File: src/shared/vip_regs.svh
// constants of the vectored interrupt priority unit
`ifndef VIP_REGS_SVH
`define VIP_REGS_SVH
`define VIP_NUM_MASKABLE 22
`define VIP_KEY_W        8
`define VIP_VEC_NMI      16'h0004
`define VIP_VEC_BASE     16'h0004
`define VIP_VEC_BRK      16'h003E
`define VIP_MASK_RST     22'h3FFFFF
`define VIP_PRIO_RST     22'h3FFFFF
`define VIP_KEY_RST      8'hFF
`define VIP_WDT_IDX      0
`define VIP_KEY_IDX      7
`endif

File: src/shared/vip_pkg.sv
// types of the vectored interrupt priority unit
package vip_pkg;
    typedef enum logic [1:0] {
        KIND_NMI,
        KIND_BRK,
        KIND_HI,
        KIND_LO
    } vip_kind_t;

    typedef struct packed {
        logic [21:0] mask;
        logic [21:0] prio;
        logic [21:0] req;
        logic        nmi_pend;
        logic        brk_pend;
        logic        svc_nmi;
        logic        svc_hi;
        logic        svc_lo;
        logic [7:0]  key_prev;
        logic        int_req;
        logic [15:0] vec;
        vip_kind_t   kind;
        logic [4:0]  idx;
        logic        standby;
    } vip_state_t;
endpackage : vip_pkg

File: src/hdl/vip_top.sv
// interrupt prioritiser and vector generator for the core
//
// Summary of operation
// - non-maskable request always wins, ignores disable
// - unmasked and non-maskable requests release standby
// - watchdog routes non-maskable or default slot 0
// - each maskable source has mask and group flag
// - high group nests over low-group service
// - same group picks lowest default number first
// - break instruction vectors to 003EH unconditionally
// - seven external, fifteen internal maskable sources
// - pin edges priorities 1-6, vectors 0006H-0010H
// - key port falling edge priority 7, 0012H
// - async serial priorities 8-10, 0014H-0018H
// - sync serial priorities 11-12, 001AH-001CH
// - watch interval 13/001EH, overflow 21/002EH
// - timer16 events priorities 14-15, 0020H-0022H
// - aux timer match priority 16, 0024H
// - timer8 matches priorities 17-19, 0026H-002AH
// - conversion done priority 20, 002CH
// - acknowledge clears the request flag
// - reset sets every mask flag
`timescale 1ns/1ps
`include "vip_regs.svh"

module vip_top #(
    parameter int NUM_SRC = `VIP_NUM_MASKABLE
) (
    // clock and reset
    input  wire logic        CLK_SYS_I,
    input  wire logic        RESETN_I,
    // watchdog
    input  wire logic        WATCHDOG_IRQ_I,
    input  wire logic        WDT_MODE_NMI_I,
    // external sources
    input  wire logic [5:0]  EXT_PIN_IRQ_I,
    input  wire logic [7:0]  KEY_RETURN_PORT_I,
    // internal sources
    input  wire logic        ASYNC_RX_ERROR_IRQ_I,
    input  wire logic        ASYNC_RX_DONE_IRQ_I,
    input  wire logic        ASYNC_TX_DONE_IRQ_I,
    input  wire logic        SYNC_SERIAL_A_IRQ_I,
    input  wire logic        SYNC_SERIAL_B_IRQ_I,
    input  wire logic        WATCH_INTERVAL_IRQ_I,
    input  wire logic        TIMER16_EVENT0_IRQ_I,
    input  wire logic        TIMER16_EVENT1_IRQ_I,
    input  wire logic        AUX_TIMER_MATCH_IRQ_I,
    input  wire logic        TIMER8_A_MATCH_IRQ_I,
    input  wire logic        TIMER8_B_MATCH_IRQ_I,
    input  wire logic        TIMER8_C_MATCH_IRQ_I,
    input  wire logic        ADC_DONE_IRQ_I,
    input  wire logic        WATCH_OVERFLOW_IRQ_I,
    // flag access
    input  wire logic        MASK_WR_I,
    input  wire logic [21:0] MASK_DATA_I,
    input  wire logic        PRIO_WR_I,
    input  wire logic [21:0] PRIO_DATA_I,
    input  wire logic [21:0] REQ_SET_I,
    input  wire logic [21:0] REQ_CLR_I,
    output logic      [21:0] MASK_FLAGS_O,
    output logic      [21:0] PRIO_FLAGS_O,
    output logic      [21:0] REQ_FLAGS_O,
    // core side
    input  wire logic        INT_ENABLE_I,
    input  wire logic        BREAK_INSTRUCTION_I,
    input  wire logic        INT_ACK_I,
    input  wire logic        INT_RETURN_I,
    output logic             INT_REQ_O,
    output logic      [15:0] VECTOR_O,
    output logic      [2:0]  IN_SERVICE_O,
    output logic             STANDBY_RELEASE_O
);

    // elaboration-time width check
    if (NUM_SRC != `VIP_NUM_MASKABLE) begin : g_chk
        $error("vip_top: NUM_SRC must be 22");
    end

    // lowest set index with valid bit on top
    function automatic logic [5:0] vip_first(input logic [21:0] v);
        logic [5:0] r;
        r = 6'h00;
        for (int i = 21; i >= 0; i--) begin
            if (v[i]) begin
                r = {1'b1, 5'(i)};
            end
        end
        return r;
    endfunction : vip_first

    vip_pkg::vip_state_t s_reg;
    vip_pkg::vip_state_t s_next;
    logic                rst_meta_reg;
    logic                rst_n;
    logic [21:0]         evt;
    logic [21:0]         cand;
    logic [5:0]          hi_sel;
    logic [5:0]          lo_sel;
    logic                key_fall;
    logic                ack;

    // reset release through two flops
    always_ff @(posedge CLK_SYS_I or negedge RESETN_I) begin
        if (!RESETN_I) begin
            rst_meta_reg <= 1'b0;
            rst_n        <= 1'b0;
        end else begin
            rst_meta_reg <= 1'b1;
            rst_n        <= rst_meta_reg;
        end
    end

    // event vector, bit index is default priority
    assign key_fall = |(s_reg.key_prev & ~KEY_RETURN_PORT_I);
    assign evt = {WATCH_OVERFLOW_IRQ_I,
                  ADC_DONE_IRQ_I,
                  TIMER8_C_MATCH_IRQ_I,
                  TIMER8_B_MATCH_IRQ_I,
                  TIMER8_A_MATCH_IRQ_I,
                  AUX_TIMER_MATCH_IRQ_I,
                  TIMER16_EVENT1_IRQ_I,
                  TIMER16_EVENT0_IRQ_I,
                  WATCH_INTERVAL_IRQ_I,
                  SYNC_SERIAL_B_IRQ_I,
                  SYNC_SERIAL_A_IRQ_I,
                  ASYNC_TX_DONE_IRQ_I,
                  ASYNC_RX_DONE_IRQ_I,
                  ASYNC_RX_ERROR_IRQ_I,
                  key_fall,
                  EXT_PIN_IRQ_I,
                  WATCHDOG_IRQ_I & ~WDT_MODE_NMI_I};

    // candidates split into the two groups
    assign cand   = s_reg.req & ~s_reg.mask;
    assign hi_sel = vip_first(cand & ~s_reg.prio);
    assign lo_sel = vip_first(cand & s_reg.prio);
    assign ack    = INT_ACK_I & s_reg.int_req;

    // next state
    always_comb begin
        logic [21:0] ack_clr;
        logic        sel_ok;
        ack_clr = 22'h000000;
        sel_ok = 1'b0;
        s_next = s_reg;
        s_next.key_prev = KEY_RETURN_PORT_I;
        if (MASK_WR_I) begin
            s_next.mask = MASK_DATA_I;
        end
        if (PRIO_WR_I) begin
            s_next.prio = PRIO_DATA_I;
        end
        // return pops the innermost service level
        if (INT_RETURN_I) begin
            if (s_reg.svc_nmi) begin
                s_next.svc_nmi = 1'b0;
            end else if (s_reg.svc_hi) begin
                s_next.svc_hi = 1'b0;
            end else begin
                s_next.svc_lo = 1'b0;
            end
        end
        // acknowledge clears the flag and marks service, except for break
        if (ack) begin
            case (s_reg.kind)
                vip_pkg::KIND_NMI: begin
                    s_next.nmi_pend = 1'b0;
                    s_next.svc_nmi  = 1'b1;
                end
                vip_pkg::KIND_BRK: begin
                    s_next.brk_pend = 1'b0;
                end
                vip_pkg::KIND_HI: begin
                    ack_clr[s_reg.idx] = 1'b1;
                    s_next.svc_hi = 1'b1;
                end
                default: begin
                    ack_clr[s_reg.idx] = 1'b1;
                    s_next.svc_lo = 1'b1;
                end
            endcase
        end
        // sets win over clears
        s_next.req = (s_reg.req & ~REQ_CLR_I & ~ack_clr) | REQ_SET_I | evt;
        if (WATCHDOG_IRQ_I && WDT_MODE_NMI_I) begin
            s_next.nmi_pend = 1'b1;
        end
        if (BREAK_INSTRUCTION_I) begin
            s_next.brk_pend = 1'b1;
        end
        // pick what to present to the core
        if (s_reg.nmi_pend && !s_reg.svc_nmi) begin
            sel_ok = 1'b1;
            s_next.kind = vip_pkg::KIND_NMI;
            s_next.idx  = 5'h00;
            s_next.vec  = `VIP_VEC_NMI;
        end else if (s_reg.brk_pend) begin
            sel_ok = 1'b1;
            s_next.kind = vip_pkg::KIND_BRK;
            s_next.idx  = 5'h00;
            s_next.vec  = `VIP_VEC_BRK;
        end else if (INT_ENABLE_I && !s_reg.svc_nmi && !s_reg.svc_hi
                     && hi_sel[5]) begin
            sel_ok = 1'b1;
            s_next.kind = vip_pkg::KIND_HI;
            s_next.idx  = hi_sel[4:0];
            s_next.vec  = `VIP_VEC_BASE + {10'h000, hi_sel[4:0], 1'b0};
        end else if (INT_ENABLE_I && !s_reg.svc_nmi && !s_reg.svc_hi
                     && !s_reg.svc_lo && lo_sel[5]) begin
            sel_ok = 1'b1;
            s_next.kind = vip_pkg::KIND_LO;
            s_next.idx  = lo_sel[4:0];
            s_next.vec  = `VIP_VEC_BASE + {10'h000, lo_sel[4:0], 1'b0};
        end
        s_next.int_req = sel_ok & ~ack;
        s_next.standby = (|cand) | s_reg.nmi_pend;
    end

    // state register
    always_ff @(posedge CLK_SYS_I or negedge rst_n) begin
        if (!rst_n) begin
            s_reg          <= '0;
            s_reg.mask     <= `VIP_MASK_RST;
            s_reg.prio     <= `VIP_PRIO_RST;
            s_reg.key_prev <= `VIP_KEY_RST;
            s_reg.kind     <= vip_pkg::KIND_NMI;
        end else begin
            s_reg <= s_next;
        end
    end

    // outputs
    assign INT_REQ_O         = s_reg.int_req;
    assign VECTOR_O          = s_reg.vec;
    assign IN_SERVICE_O      = {s_reg.svc_nmi, s_reg.svc_hi, s_reg.svc_lo};
    assign STANDBY_RELEASE_O = s_reg.standby;
    assign MASK_FLAGS_O      = s_reg.mask;
    assign PRIO_FLAGS_O      = s_reg.prio;
    assign REQ_FLAGS_O       = s_reg.req;
endmodule : vip_top

File: config.mk
export PLATFORM = sky130hd
export DESIGN_NAME = vip_top
export DESIGN_NICKNAME = d
export VERILOG_FILES = /design/src/shared/vip_pkg.sv /design/src/hdl/vip_top.sv
export VERILOG_INCLUDE_DIRS = /design/src /design/src/shared
export SDC_FILE = /design/constraint.sdc
export NUM_CORES = 1
export LEC_CHECK = 0
export BUFFER_PORTS_ARGS = -buffer_cell sky130_fd_sc_hd__buf_2
export CAP_MARGIN = 20
export CORE_MARGIN = 1
export CORE_UTILIZATION = 51
export CTS_CLUSTER_DIAMETER = 30
export DETAILED_ROUTE_END_ITERATION = 10
export HOLD_SLACK_MARGIN = 0.05
export PLACE_DENSITY = 0.88
export RECOVER_POWER = 25
export SYNTH_ARGS = -nofsm -noshare
export SYNTH_HDL_FRONTEND = slang
export SYNTH_SLANG_ARGS = --single-unit
export TNS_END_PERCENT = 100
File: constraint.sdc
create_clock -name CLK_SYS_I -period 3.7 [get_ports CLK_SYS_I]
set_input_delay 0 -clock CLK_SYS_I [delete_from_list [all_inputs] [get_ports CLK_SYS_I]]
set_output_delay 0 -clock CLK_SYS_I [all_outputs]
set_load 0.02 [all_outputs]
* After elaboration in Yosys (flattened, before gate mapping)
Cells that the tools add are included.
Storage, ports and cells: flip-flop bits (word level) 106, bits of input ports 126, output and inout port bits 87, logic and storage cells 131
Operators by class: $add $sub $neg 2, $lt $le $gt $ge 2, eq/ne operators 2, mux-type cells 67, bitwise logic cells 19, reduce and logical (&&, ||, !) cells 23
Operators by type and width (count):
- 6-bit 2-to-1 mux | 44
- 22-bit bitwise AND | 5
- 23-bit 2-to-1 mux | 4
- 22-bit NOT | 4
- 22-bit 2-to-1 mux | 2
- 22-bit bitwise OR | 2
- 22-bit OR reduction | 1
- 3-bit by 6-bit adder with 7-bit output (first input constant) | 2
- 1-bit 2-to-1 mux | 13
- 8-bit bitwise AND | 1
- 1-bit logical AND | 8
- 8-bit NOT | 1
- 2-bit nonzero test | 4
- 8-bit OR reduction | 1
- 5-bit by 6-bit < comparator with 1-bit output (second input constant) | 1
- 1-bit demux with 5-bit select | 1
- 5-bit by 1-bit >= comparator with 1-bit output (second input constant) | 1
- 5-bit 2-to-1 mux | 1
- 2-bit AND reduction | 2
- 4-bit nonzero test | 1
- 1-bit bitwise AND | 3
- 1-bit zero test | 3
- 3-bit 2-to-1 mux | 1
- 3-bit OR reduction | 1
- 7 further kinds | 8

* Depth between registers and ports, before layout
Gate-level depths: netlist (run 1).
word-level depth 31, depth in mapped cells 10, depth with buffers taken out 10

* Least setup slack after synthesis (run 1)
No wires, ideal clock.
path kind register to register, start register s_reg (netlist bit PRIO_FLAGS_O[14]), end register s_reg (netlist bit VECTOR_O[4]), setup time 0.082 ns, arrival 2.338 ns, data required time 3.618 ns, setup slack 1.280 ns, cell stages (with the launch flop) 11, buffers on the path 0, period minus slack after synthesis 2.420 ns, cells stage by stage dfstp_2 > nor3b_1 > nor4_4 > nand4_2 > o21ai_4 > nor3_1 > or2_2 > ha_1 > xnor2_1 > nand2_1 > a31oi_1
Between the ends: word-level cells in the longest chain between the ends 21, elaborated cells on any way between the ends 42, classes of those cells add/sub (2); mux (34); bitwise (3); reduce/logical (3)
Ends and longest elaborated chain:
- start, declared | RTL line vip_top.sv:91 | vip_pkg::vip_state_t s_reg;
- start signal, assigned | RTL line vip_top.sv:228 | s_reg <= s_next;
- 22-bit bitwise AND / 22-bit NOT (equally long branches) | RTL line vip_top.sv:136, vip_top.sv:135
- 6-bit 2-to-1 mux / 22-bit bitwise AND (equally long branches) | RTL line vip_top.sv:84, vip_top.sv:135
- 6-bit 2-to-1 mux (14 in series) | RTL line vip_top.sv:84 | if (v[i]) begin
- 3-bit by 6-bit adder with 7-bit output (no line) / 6-bit 2-to-1 mux (equally long branches)
- 23-bit 2-to-1 mux, or another cell as far along | RTL line vip_top.sv:208 | end else if (INT_ENABLE_I && !s_reg.svc_nmi && !s_reg.svc_hi
- 23-bit 2-to-1 mux | RTL line vip_top.sv:202 | end else if (INT_ENABLE_I && !s_reg.svc_nmi && !s_reg.svc_hi
- 23-bit 2-to-1 mux | RTL line vip_top.sv:197 | end else if (s_reg.brk_pend) begin
- 23-bit 2-to-1 mux | RTL line vip_top.sv:192 | if (s_reg.nmi_pend && !s_reg.svc_nmi) begin
Parallel ways exist; a longest one is shown, timed or not. The select of a mux whose other input is x is not followed. A chain may end at the register's enable or synchronous reset.

* Final worst setup path (run 1)
start register s_reg (netlist bit MASK_FLAGS_O[6]), end register s_reg (netlist bit VECTOR_O[4])
Between the ends: word-level cells in the longest chain between the ends 15, elaborated cells on any way between the ends 27, classes of those cells add/sub (2); mux (18); bitwise (4); reduce/logical (3)
Ends and longest elaborated chain:
- 22-bit NOT * | RTL line vip_top.sv:134 | assign cand = s_reg.req & ~s_reg.mask;
- 22-bit bitwise AND * | RTL line vip_top.sv:134
- 22-bit bitwise AND | RTL line vip_top.sv:136 | assign lo_sel = vip_first(cand & s_reg.prio);
- 6-bit 2-to-1 mux (7 in series) | RTL line vip_top.sv:84
- 3-bit by 6-bit adder with 7-bit output (no line)
- 23-bit 2-to-1 mux | RTL line vip_top.sv:208
- 23-bit 2-to-1 mux | RTL line vip_top.sv:202
- 23-bit 2-to-1 mux | RTL line vip_top.sv:197
- 23-bit 2-to-1 mux | RTL line vip_top.sv:192
Every way passes the cells marked *; elsewhere a longest branch is shown, timed or not. The select of a mux whose other input is x is not followed.

==> results.md, run 1 <==
- DRC: 0
- Peak supply drop: between 0.0003 and 0.0004 V
- Least-Margin Pin Slew: 1.57 ns
- HPWL after detailed placement: about 12000 um
- Sequential share of the synthesized area: 0.420
- Total CTS buffers: 9
- CORE AREA: 11000 um^2
- Mean Syn Cell Area: 10.3 um^2
- Port buffer count: around 200
- Post-synthesis cell area: between 5000 and 6000 um^2
- Final Cycle Share: 0.772
- TritonCTS clock tree: yes
- Setup bufs post-CTS: 0
- Min cycle time layout: between 2 and 3 ns
- Dpl cell area: between 6000 and 7000 um^2
- Vias in the first global route: ~5400
- H-tree levels: 3
- RSZ-0062 raised after global routing: no
- Most common cell after layout, fill and taps aside: buf_2
- Number of synthesized flops with an enable pin: 0
- First-pass GRT wire length: 27800 um
- Worst-path clk slew: 0.07 ns
- Seq cells post-synth: 96
- Total GRT Usage: 0.316
- Die outline width: 109 um
- Failing checks: capacitance limit, slew limit
- Clock skew: 0.00609 ns
- Critical path endpoint category: flop
- Required time of the critical path: 3.98 ns
- Worst Path Arrival: 3.13 ns
- Initial DRC count: around 410
- Largest area contributor in the synthesized netlist: dfstp_2
- ANT cells: 0
- Ports: 213
- Power per Cell Area: between 400 and 500 nW/um^2
- R2R depth: 10
- Synth top area cells: dfstp_2 (23%), dfrtp_1 (19%), buf_4 (11%)
- Crit path max fanout: 10
- 1st-pass router iterations: 6
- Seq. cell area: 2470 um^2
- TNS Setup: 0 ns
- Worst setup SP type: flop
- CTS root buf: clkbuf_16
- Starting density of the core: 0.533
- CTS sink count: 96
- Final setup fails: 0
- Final GP Congestion: 0.922
- CP Class: reg2reg
- Hold Path Cell Cnt: 3
- Die height: 109 um
- Routed wire length: 18400 um
- Skew-Pair Late Insertion Delay: 0.35 ns
- Initial antenna violation count: 0
- Most frequent cells in the layout: buf_2 (195), dlygate4sd3_1 (105), dfrtp_1 (44)
- P&R area growth vs syn: 32.9%
- Hold Crit Class: in2reg
- LEAKAGE: 3.39 nW
- MaxCap Viol Count: 1
- Max_slew headroom: -0.0469
- Fin. max-slew vios: 39
- Antenna-violating nets left: 0
- Asr flop ratio synth: 1.00
- Number of core rows: 38
- Status: complete, but fails checks
- Synth Flop Type: dfstp_2
- Finished Cell Area: 7810 um^2
- Synth top area share: 0.232
- Via Count: 5311
- Share of cells above drive strength 1: 0.390
- Area of the die: 12000 um^2
- Total congestion overflow: 0
- FILL cells: a little under 800
- Final Hold Vio Count: 0
- Pin count of the biggest net entering global routing: 87
- Detail-routed net length per standard cell: 19.3 um
- Via density: 5.58
- Footprint of the multi-input gates: 2640 um^2
- Max Buffers Root-to-Sink: 2
- Cells after Synth: 572
- Fin nets: 933
- Netlist cell types: 77
- Yosys warning count: 0
- Maximum clock frequency: around 350 MHz
==> area by class of cell <==
type	instances	area share
clock buffer	13	0.0320
sequential	96	0.316
timing repair buffer	309	0.267
multi-input combinational	359	0.339
inverter	31	0.0149
clock inverter	3	0.00865
tap	140	0.0224
==> where the power goes <==
group	leakage [nW]	internal [W]	switching (W)
combinational	2.23	0.000452	0.000557
clock	0.150	0.000612	0.000397
sequential	1.02	0.00120	0.000142
==> cell usage after synthesis (6+ instances only) <==
master,instances
a21oi_1,14
a311o_1,11
and3_1,6
buf_4,85
clkbuf_1,9
dfrtp_1,44
dfstp_2,52
inv_1,31
mux2_2,42
nand2_1,38
nand2b_1,14
nand3_1,6
nand3b_1,22
nand4_1,7
nor2_1,23
nor2b_1,6
nor3b_1,30
o21ai_0,13
or3_1,11
==> path summary, 6_finish.rpt <==
kind	start	to	slack, ns
worst max-delay path	MASK_FLAGS_O[6]	VECTOR_O[4]	0.84
worst min-delay path	MASK_WR_I	MASK_FLAGS_O[16]	0.18
worst max register to register	MASK_FLAGS_O[6]	VECTOR_O[4]	0.84
worst min register to register	rst_meta_reg	rst_n	0.37
max in group asynchronous	rst_n	MASK_FLAGS_O[10]	1.82
min in group asynchronous	RESETN_I	rst_meta_reg	0.51
==> critical path: stages (launching register included) <==
cell	delay [ns]
dfstp_1	0.58
nor3b_1	0.13
nor4_2	0.47
nand4_2	0.21
o21ai_4	0.34
nor3_1	0.14
or2_2	0.31
ha_1	0.19
xnor2_1	0.17
nand2_1	0.08
a31oi_1	0.16
==> through the flow <==
stage	worst slack, ns	hold slack (ns)	instances	util	total power [W]
5_1_grt	0.552	0.210	951	0.708	0.00351
3_5_place_dp	0.961	-0.210	829	0.582	0.00226
3_3_place_gp	1.04	-0.214	829	0.582	0.00224
2_1_floorplan	0.919	-0.296	581	-	0.00207
6_report	0.842	0.177	951	0.708	0.00336
4_1_cts	0.941	0.165	950	0.707	0.00336
==> logic make-up after synthesis <==
| kind of cell | Yosys count | share of synthesized area |
|---|---|---|
| AO/OA/AOI/OAI | 88 | 0.115 |
| multiplexers | 44 | 0.0839 |
| buffers and inverters | 126 | 0.136 |
| flip-flops | 96 | 0.420 |
| XOR/XNOR | 2 | 0.00298 |
| other | 2 | 0.00128 |
| AND/OR/NAND/NOR | 213 | 0.239 |
| adder cells (fa/ha/maj) | 1 | 0.00213 |
==> what timing repair did <==
action,CTS,global route
hold endpoints to repair,82,0
gates resized for setup,0,0
hold buffers,105,0
==> routing by layer <==
metal | global-route usage | part of all wire
met1 | 0.359 | 0.38
met5 | 0 | 0
met2 | 0.556 | 0.50
met4 | 0.130 | 0.033
met3 | 0.0925 | 0.084
No activity file was read; power rests on OpenSTA's default activity.
==> inputs of run 2 (changes only) <==
--- a/config.mk
+++ b/config.mk
@@ -9,11 +9,11 @@
 export BUFFER_PORTS_ARGS = -buffer_cell sky130_fd_sc_hd__buf_2
 export CAP_MARGIN = 20
 export CORE_MARGIN = 1
-export CORE_UTILIZATION = 51
+export CORE_UTILIZATION = 46
 export CTS_CLUSTER_DIAMETER = 30
 export DETAILED_ROUTE_END_ITERATION = 10
 export HOLD_SLACK_MARGIN = 0.05
-export PLACE_DENSITY = 0.88
+export PLACE_DENSITY = 0.84
 export RECOVER_POWER = 25
 export SYNTH_ARGS = -nofsm -noshare
 export SYNTH_HDL_FRONTEND = slang
==> constraint.sdc (replaced) <==
create_clock -name CLK_SYS_I -period 2.3 [get_ports CLK_SYS_I]
set_input_delay 0 -clock CLK_SYS_I [delete_from_list [all_inputs] [get_ports CLK_SYS_I]]
set_output_delay 0 -clock CLK_SYS_I [all_outputs]
set_load 0.02 [all_outputs]
==> results.md, run 2 (same netlist as run 1, synthesis figures left out) <==
- Status: complete, but fails checks
- Failing checks: capacitance limit, slew limit, setup timing
- RSZ-0062 raised after global routing: yes
- R2R Setup Slk: -0.07 ns (-0.91 ns)
- Power Total: 0.00586 W (+74%)
- FILL cells: 902 (+14%)
- DRC: 0 (unchanged)
- Crit path max fanout: 6 (-4)
- CP max stage cell: or4_4
- First-pass GRT wire length: 31100 um (+12%)
- Most common cell after layout, fill and taps aside: buf_2
- Required time of the critical path: 2.55 ns (-1.43 ns)
- Worst Path Arrival: 2.62 ns (-0.51 ns)
- CP Class: reg2reg
- Worst R2R Start: MASK_FLAGS_O[9]
- Final Hold Vio Count: 0 (unchanged)
- Skew-Pair Late Insertion Delay: 0.36 ns (about the same)
- Maximum clock frequency: 422 MHz (+20%)
- 1st-pass router iterations: 5 (-1)
- Ports: 213 (unchanged)
- Number of core rows: 40 (+5.3%)
- ANT cells: 0 (unchanged)
- Crit path launch: MASK_FLAGS_O[9]
- Worst path cell trace: nand3b_1 -> nand4_1 -> or4_4 -> o21ai_4 -> and2_4 -> o31ai_4 -> a21o_1
- Pin count of the biggest net entering global routing: 50 (-43%)
- Total GRT Usage: 0.317 (+0.000759)
- Max_slew headroom: -0.232 (-0.185)
- Fin nets: 1041 (+12%)
- Die outline width: 115 um (+5.2%)
- CORE AREA: 12200 um^2 (+11%)
- Via Count: 5732 (+7.9%)
- Total congestion overflow: 0 (unchanged)
- CTS root buf: clkbuf_16
- H-tree levels: 3 (unchanged)
- TritonCTS clock tree: yes
- Finished Cell Area: 8840 um^2 (+13%)
- Critical path endpoint category: flop
- Final GP Congestion: 0.883 (-4.2%)
- HPWL after detailed placement: 13700 um (+11%)
- Initial DRC count: 361 (-12%)
- Hold Crit Class: in2reg
- Routed wire length: 20200 um (+10%)
- Max incr delay on CP: 0.56 ns (-0.02 ns)
- Antenna-violating nets left: 0 (unchanged)
- Number of buffers and inverters on the critical path: 0 (unchanged)
- Total CTS buffers: 9 (unchanged)
- Vias in the first global route: 6171 (+14%)
- Area of the die: 13200 um^2 (+11%)
- LEAKAGE: 3.97 nW (+17%)
- Worst-path clk slew: 0.07 ns (about the same)
- Peak supply drop: 0.000490 V (+38%)
- Fin. max-slew vios: 46 (+18%)
- Worst setup SP type: flop
- Share of cells above drive strength 1: 0.507 (+0.117)
- Dpl cell area: 7230 um^2 (+12%)
- Initial antenna violation count: 0 (unchanged)
- Port buffer count: 202 (unchanged)
- CP top delay family: simple AND/OR/NAND/NOR gates
- Crit Reg-Reg Endpoint: VECTOR_O[2]
- Die height: 115 um (+5.2%)
- P&R area growth vs syn: 50.4%
- Final Cycle Share: 1.03 (+0.259)
- Critical Path End: VECTOR_O[2]
- Via density: 5.27 (-5.6%)
- Min cycle time layout: 2.37 ns (-0.486 ns)
- Least-Margin Pin Slew: 1.85 ns (+0.278 ns)
- Detail-routed net length per standard cell: 18.6 um (-3.6%)
- Clock skew: 0.0120 ns (+0.00593 ns)
- CTS sink count: 96 (unchanged)
- R2R depth: 7 (-3)
- Power per Cell Area: 662 nW/um^2 (+54%)
- Most frequent cells in the layout: buf_2 (196), dlygate4sd3_1 (107), buf_4 (103)
- Max Buffers Root-to-Sink: 2 (unchanged)
- Starting density of the core: 0.481 (-0.0515)
- Crit. path cell count: 7 (-3)
- Final setup margin: -0.0716 ns (-0.914 ns)
- Final setup fails: 8 (+8)
- MaxCap Viol Count: 1 (unchanged)
-- run 2: worst min-delay path by stage --
stage	end	cells past startpoint	start	slack (ns)
2_1_floorplan	rst_meta_reg	0	RESETN_I	-0.30
3_3_place_gp	rst_meta_reg	1	RESETN_I	-0.21
3_5_place_dp	rst_meta_reg	1	RESETN_I	-0.21
5_1_grt	REQ_FLAGS_O[6]	3	REQ_CLR_I[6]	0.1
6_report	REQ_FLAGS_O[6]	3	REQ_CLR_I[6]	0.07
4_1_cts	REQ_FLAGS_O[6]	3	REQ_CLR_I[6]	0.05
-- run 2: timing repair --
| item | in CTS | in global routing |
|---|---|---|
| endpoints found under the setup margin | 9 | 25 |
| setup buffers | 8 | 6 |
| hold buffers | 107 | 0 |
| gates resized for setup | 17 | 19 |
| pin swaps | 13 | 13 |
| gates cloned | 1 | 0 |
| endpoints found under the hold margin | 82 | 0 |
-- run 2: where the power goes --
part | switching (W) | total (W) | internal [W]
logic | 0.00110 | 0.00214 | 0.00104
clock network | 0.000653 | 0.00160 | 0.000949
registers | 0.000180 | 0.00212 | 0.00194
total | 0.00193 | 0.00586 | 0.00393
-- run 2: worst register-to-register path, stage by stage, from the launching register on --
cell	delay, ns
dfstp_2	0.55
nand3b_1	0.21
nand4_1	0.24
or4_4	0.57
o21ai_4	0.23
and2_4	0.24
o31ai_4	0.07
a21o_1	0.17
-- run 2: through the flow --
step	hold slack [ns]	utilization	std cells	setup WS, ns	setup TNS [ns]
after global routing	0.0988	0.724	1087	-0.145	-1.31
after global placement	-0.213	0.592	952	-0.0654	-0.137
after detailed placement	-0.213	0.592	952	-0.142	-0.414
after floorplan	-0.296	-	581	-0.0191	-0.0191
after CTS	0.0530	0.716	1082	-0.0342	-0.112
final	0.0680	0.724	1087	-0.0716	-0.279
-- run 2: routing by layer --
layer / global-route usage / wire (um) / vias to the layer above
met5: 0 / 0 / -
met2: 0.571 / 10200 / 286
met4: 0.157 / 884 / 0
li1: - / - / 2653
met1: 0.353 / 7650 / 2717
met3: 0.0722 / 1450 / 76
-- run 2: cell type report --
type                    instances  area (um^2)  area share
multi-input cells             360         2830       0.320
well taps                     168          210      0.0238
clock inverters                 6         85.1     0.00962
flip-flops and latches         96         2470       0.279
clock buffers                  10          229      0.0259
repair buffers                416         2900       0.328
inverters                      31          116      0.0132
==> inputs of run 3 (changes only) <==
--- a/config.mk
+++ b/config.mk
@@ -6,15 +6,15 @@
 export SDC_FILE = /design/constraint.sdc
 export NUM_CORES = 1
 export LEC_CHECK = 0
-export BUFFER_PORTS_ARGS = -buffer_cell sky130_fd_sc_hd__buf_2
 export CAP_MARGIN = 20
 export CORE_MARGIN = 1
-export CORE_UTILIZATION = 46
+export CORE_UTILIZATION = 58
 export CTS_CLUSTER_DIAMETER = 30
 export DETAILED_ROUTE_END_ITERATION = 10
+export DONT_BUFFER_PORTS = 1
 export HOLD_SLACK_MARGIN = 0.05
-export PLACE_DENSITY = 0.84
-export RECOVER_POWER = 25
+export PLACE_DENSITY = 0.82
+export SKIP_LAST_GASP = 1
 export SYNTH_ARGS = -nofsm -noshare
 export SYNTH_HDL_FRONTEND = slang
 export SYNTH_SLANG_ARGS = --single-unit
==> results.md, run 3 <==
- Yosys warning count: 0 (unchanged)
- # resized after CTS: 9 (-8)
- Status: stopped before the end
- HPWL after detailed placement: 12700 um (-7.7%)
- Synth top area cells: dfstp_2 (23%), dfrtp_1 (19%), buf_4 (11%)
- Fail Step: clock tree synthesis (4_1_cts)
- Total CTS buffers: 9 (unchanged)
- Setup bufs post-CTS: 7 (-1)
- Starting density of the core: 0.598 (+0.117)
- Die outline width: 103 um (-11%)
- Largest area contributor in the synthesized netlist: dfstp_2
- Number of core rows: 36 (-10%)
- CTS root buf: clkbuf_8
- CTS sink count: 96 (unchanged)
- Synth top area share: 0.232 (unchanged)
- Cells after Synth: 572 (unchanged)
- Final GP Congestion: 0.889 (+0.70%)
- Post-synthesis cell area: 5880 um^2 (unchanged)
- Count leader, synth: buf_4
- Max Buffers Root-to-Sink: 2 (unchanged)
- Ports: 213 (unchanged)
- Number of synthesized flops with an enable pin: 0 (unchanged)
- Port buffer count: 0 (-100%)
- Hold_buf cts: 153 (+43%)
- Die height: 103 um (-11%)
- Synth Flop Type: dfstp_2
- First Err: [ERROR RSZ-0060] Max buffer count reached.
- Sequential share of the synthesized area: 0.420 (unchanged)
- Mean Syn Cell Area: 10.3 um^2 (unchanged)
- H-tree levels: 3 (unchanged)
- Seq cells post-synth: 96 (unchanged)
- Netlist cell types: 77 (unchanged)
- Asr flop ratio synth: 1.00 (unchanged)
- Commonest cells post-synth: buf_4 (85), dfstp_2 (52), dfrtp_1 (44), mux2_2 (42), nand2_1 (38)
[run 3: cell counts after synthesis]
Identical to the previous run, type by type.
[run 3: logic make-up after synthesis]
group / Yosys count / synth area share
AOI/OAI and AO/OA: 88 / 0.115
xor gates and xnor gates: 2 / 0.00298
adders and majority gates: 1 / 0.00213
buffers and inverters: 126 / 0.136
DFF: 96 / 0.420
muxes: 44 / 0.0839
other: 2 / 0.00128
and+or+nand+nor: 213 / 0.239
[run 3: through the flow]
| step | setup WS (ns) | cell area (um^2) | hold WS [ns] | utilization | cells |
|---|---|---|---|---|---|
| after floorplan | -0.0191 | 5950 | -0.296 | - | 581 |
| after global placement | -0.117 | 6330 | -0.296 | 0.644 | 736 |
| after detailed placement | -0.206 | 6330 | -0.296 | 0.644 | 736 |
==> inputs of run 4 (changes only) <==
--- a/config.mk
+++ b/config.mk
@@ -8,12 +8,10 @@
 export LEC_CHECK = 0
 export CAP_MARGIN = 20
 export CORE_MARGIN = 1
-export CORE_UTILIZATION = 58
-export CTS_CLUSTER_DIAMETER = 30
+export CORE_UTILIZATION = 40
 export DETAILED_ROUTE_END_ITERATION = 10
 export DONT_BUFFER_PORTS = 1
-export HOLD_SLACK_MARGIN = 0.05
-export PLACE_DENSITY = 0.82
+export PLACE_DENSITY_LB_ADDON = 0.15
 export SKIP_LAST_GASP = 1
 export SYNTH_ARGS = -nofsm -noshare
 export SYNTH_HDL_FRONTEND = slang
==> constraint.sdc (replaced) <==
create_clock -name CLK_SYS_I -period 3 [get_ports CLK_SYS_I]
set_input_delay 0 -clock CLK_SYS_I [delete_from_list [all_inputs] [get_ports CLK_SYS_I]]
set_output_delay 0 -clock CLK_SYS_I [all_outputs]
set_load 0.02 [all_outputs]
==> results.md, run 4 (same netlist as run 1, synthesis figures left out) <==
- P&R area growth vs syn: 22.2%
- Skew-Pair Late Insertion Delay: between 0.3 and 0.4 ns
- Initial antenna violation count: 0
- DRC: 0
- Final setup fails: 0
- TNS Setup: 0 ns
- CORE AREA: 14100 um^2
- Final GP Congestion: 0.839 (-5.7%)
- Worst-path clk slew: 0.07 ns
- Port buffer count: 0 (unchanged)
- RSZ-0062 raised after global routing: no
- Via density: 5.48
- ANT cells: 0
- Hold Crit Class: in2reg
- Antenna-violating nets left: 0
- H-tree levels: 3 (unchanged)
- Fin nets: between 700 and 800
- Min cycle time layout: 2.80 ns
- LEAKAGE: about 2.8 nW
- Clock skew: 0.00841 ns
- Routed wire length: approximately 17000 um
- Initial DRC count: about 260
- Power per Cell Area: 565 nW/um^2
- TritonCTS clock tree: yes
- 1st-pass router iterations: 5
- Critical path endpoint category: flop
- # resized after CTS: 0 (-9)
- Detail-routed net length per standard cell: 21.1 um
- Maximum clock frequency: roughly 360 MHz
- Total GRT Usage: 0.240
- Worst setup SP type: flop
- Total congestion overflow: 0
- Required time of the critical path: 3.27 ns
- Power Total: between 0.004 and 0.005 W
- First-pass GRT wire length: 26300 um
- HPWL after detailed placement: 12900 um (+1.9%)
- Die outline width: 123 um (+20%)
- Total CTS buffers: 9 (unchanged)
- Worst path cell trace: nor3b_1 -> nor4_4 -> nand4_2 -> o21ai_4 -> and4bb_2 -> or2_2 -> ha_1 -> xnor2_1 -> nand2_1 -> a31oi_1
- Status: finished clean
- Final Hold Vio Count: 0
- Max Buffers Root-to-Sink: 2 (unchanged)
- CP max stage cell: nor3b_1
- Via Count: 4537
- Peak supply drop: 0.000313 V
- Worst Path Arrival: 3.06 ns
- CTS root buf: clkbuf_16
- Finished Cell Area: 7180 um^2
- Area of the die: 15200 um^2
- CP Class: reg2reg
- Placed cell count: 700 (-4.9%)
- Max_slew headroom: 0.487
- Starting density of the core: 0.417 (-0.182)
- Crit path max fanout: 5
- CTS sink count: 96 (unchanged)
- Most frequent cells in the layout: dlygate4sd3_1 (108), dfstp_2 (52), dfrtp_1 (43)
- CP top delay family: simple AND/OR/NAND/NOR gates
- Pin count of the biggest net entering global routing: just over 50
- Vias in the first global route: about 4700
- Share of cells above drive strength 1: 0.275
- Hold_ws: 0.0282 ns
- Final Non-Filler Cells: 828
- Number of core rows: 43 (+19%)
- MaxCap Viol Count: 0
- Most common cell after layout, fill and taps aside: dlygate4sd3_1
- Dpl cell area: 5720 um^2 (-9.5%)
- Number of buffers and inverters on the critical path: 0
- R2R Setup Slk: 0.20 ns
- Max incr delay on CP: 0.68 ns
- Die height: 123 um (+20%)
- Fin. max-slew vios: 0
- Final Cycle Share: 0.933
- Ports: 213 (unchanged)
- Least-Margin Pin Slew: approximately 0.77 ns
## run 4: where the power goes
part	internal [W]	leakage, nW	switching (W)
clock	0.000752	0.156	0.000492
combinational	0.000489	1.66	0.000556
sequential	0.00149	1.03	0.000278
## run 4: through the flow
step / setup slack, ns / util
2_1_floorplan: 0.219 / -
3_3_place_gp: 0.244 / 0.406
3_5_place_dp: 0.163 / 0.406
4_1_cts: 0.130 / 0.508
5_1_grt: 0.0491 / 0.509
6_report: 0.201 / 0.509
## run 4: worst reg2reg max path: stages, from the launching register on
cell	delay, ns
dfrtp_1	0.52
nor3b_1	0.68
nor4_4	0.13
nand4_2	0.16
o21ai_4	0.09
and4bb_2	0.26
or2_2	0.27
ha_1	0.19
xnor2_1	0.15
nand2_1	0.07
a31oi_1	0.18
## run 4: what timing repair did
item	in CTS	in global routing
endpoints found under the setup margin	0	1
hold endpoints to repair	82	0
buffers inserted	0	2
hold buffers	110	0
## run 4: layout make-up
type / count / area [um^2]
Inverter: 31 / 116
Clock buffer: 11 / 243
Sequential cell: 96 / 2470
Multi-Input combinational cell: 359 / 2640
Clock inverter: 5 / 78.8
Timing Repair Buffer: 146 / 1400
Fill cell: 1284 / 6910
Tap cell: 180 / 225
## run 4: path summary, 6_finish.rpt
kind	startpoint	to	depth (start not counted)
setup reg to reg	REQ_FLAGS_O[15]	VECTOR_O[4]	10
setup / recovery	REQ_FLAGS_O[15]	VECTOR_O[4]	10
min in group asynchronous	rst_n	REQ_FLAGS_O[3]	0
hold / removal	PRIO_WR_I	PRIO_FLAGS_O[2]	2
max in group asynchronous	rst_n	MASK_FLAGS_O[10]	1
hold reg to reg	rst_n	REQ_FLAGS_O[3]	0
## run 4: layer usage
layer  share of wire  vias to the layer above  track usage
met2            0.48                      199        0.408
met4           0.015                        0       0.0708
met1            0.43                     2214        0.299
met3           0.075                       18       0.0604
li1                -                     2106            -
met5               0                        -            0
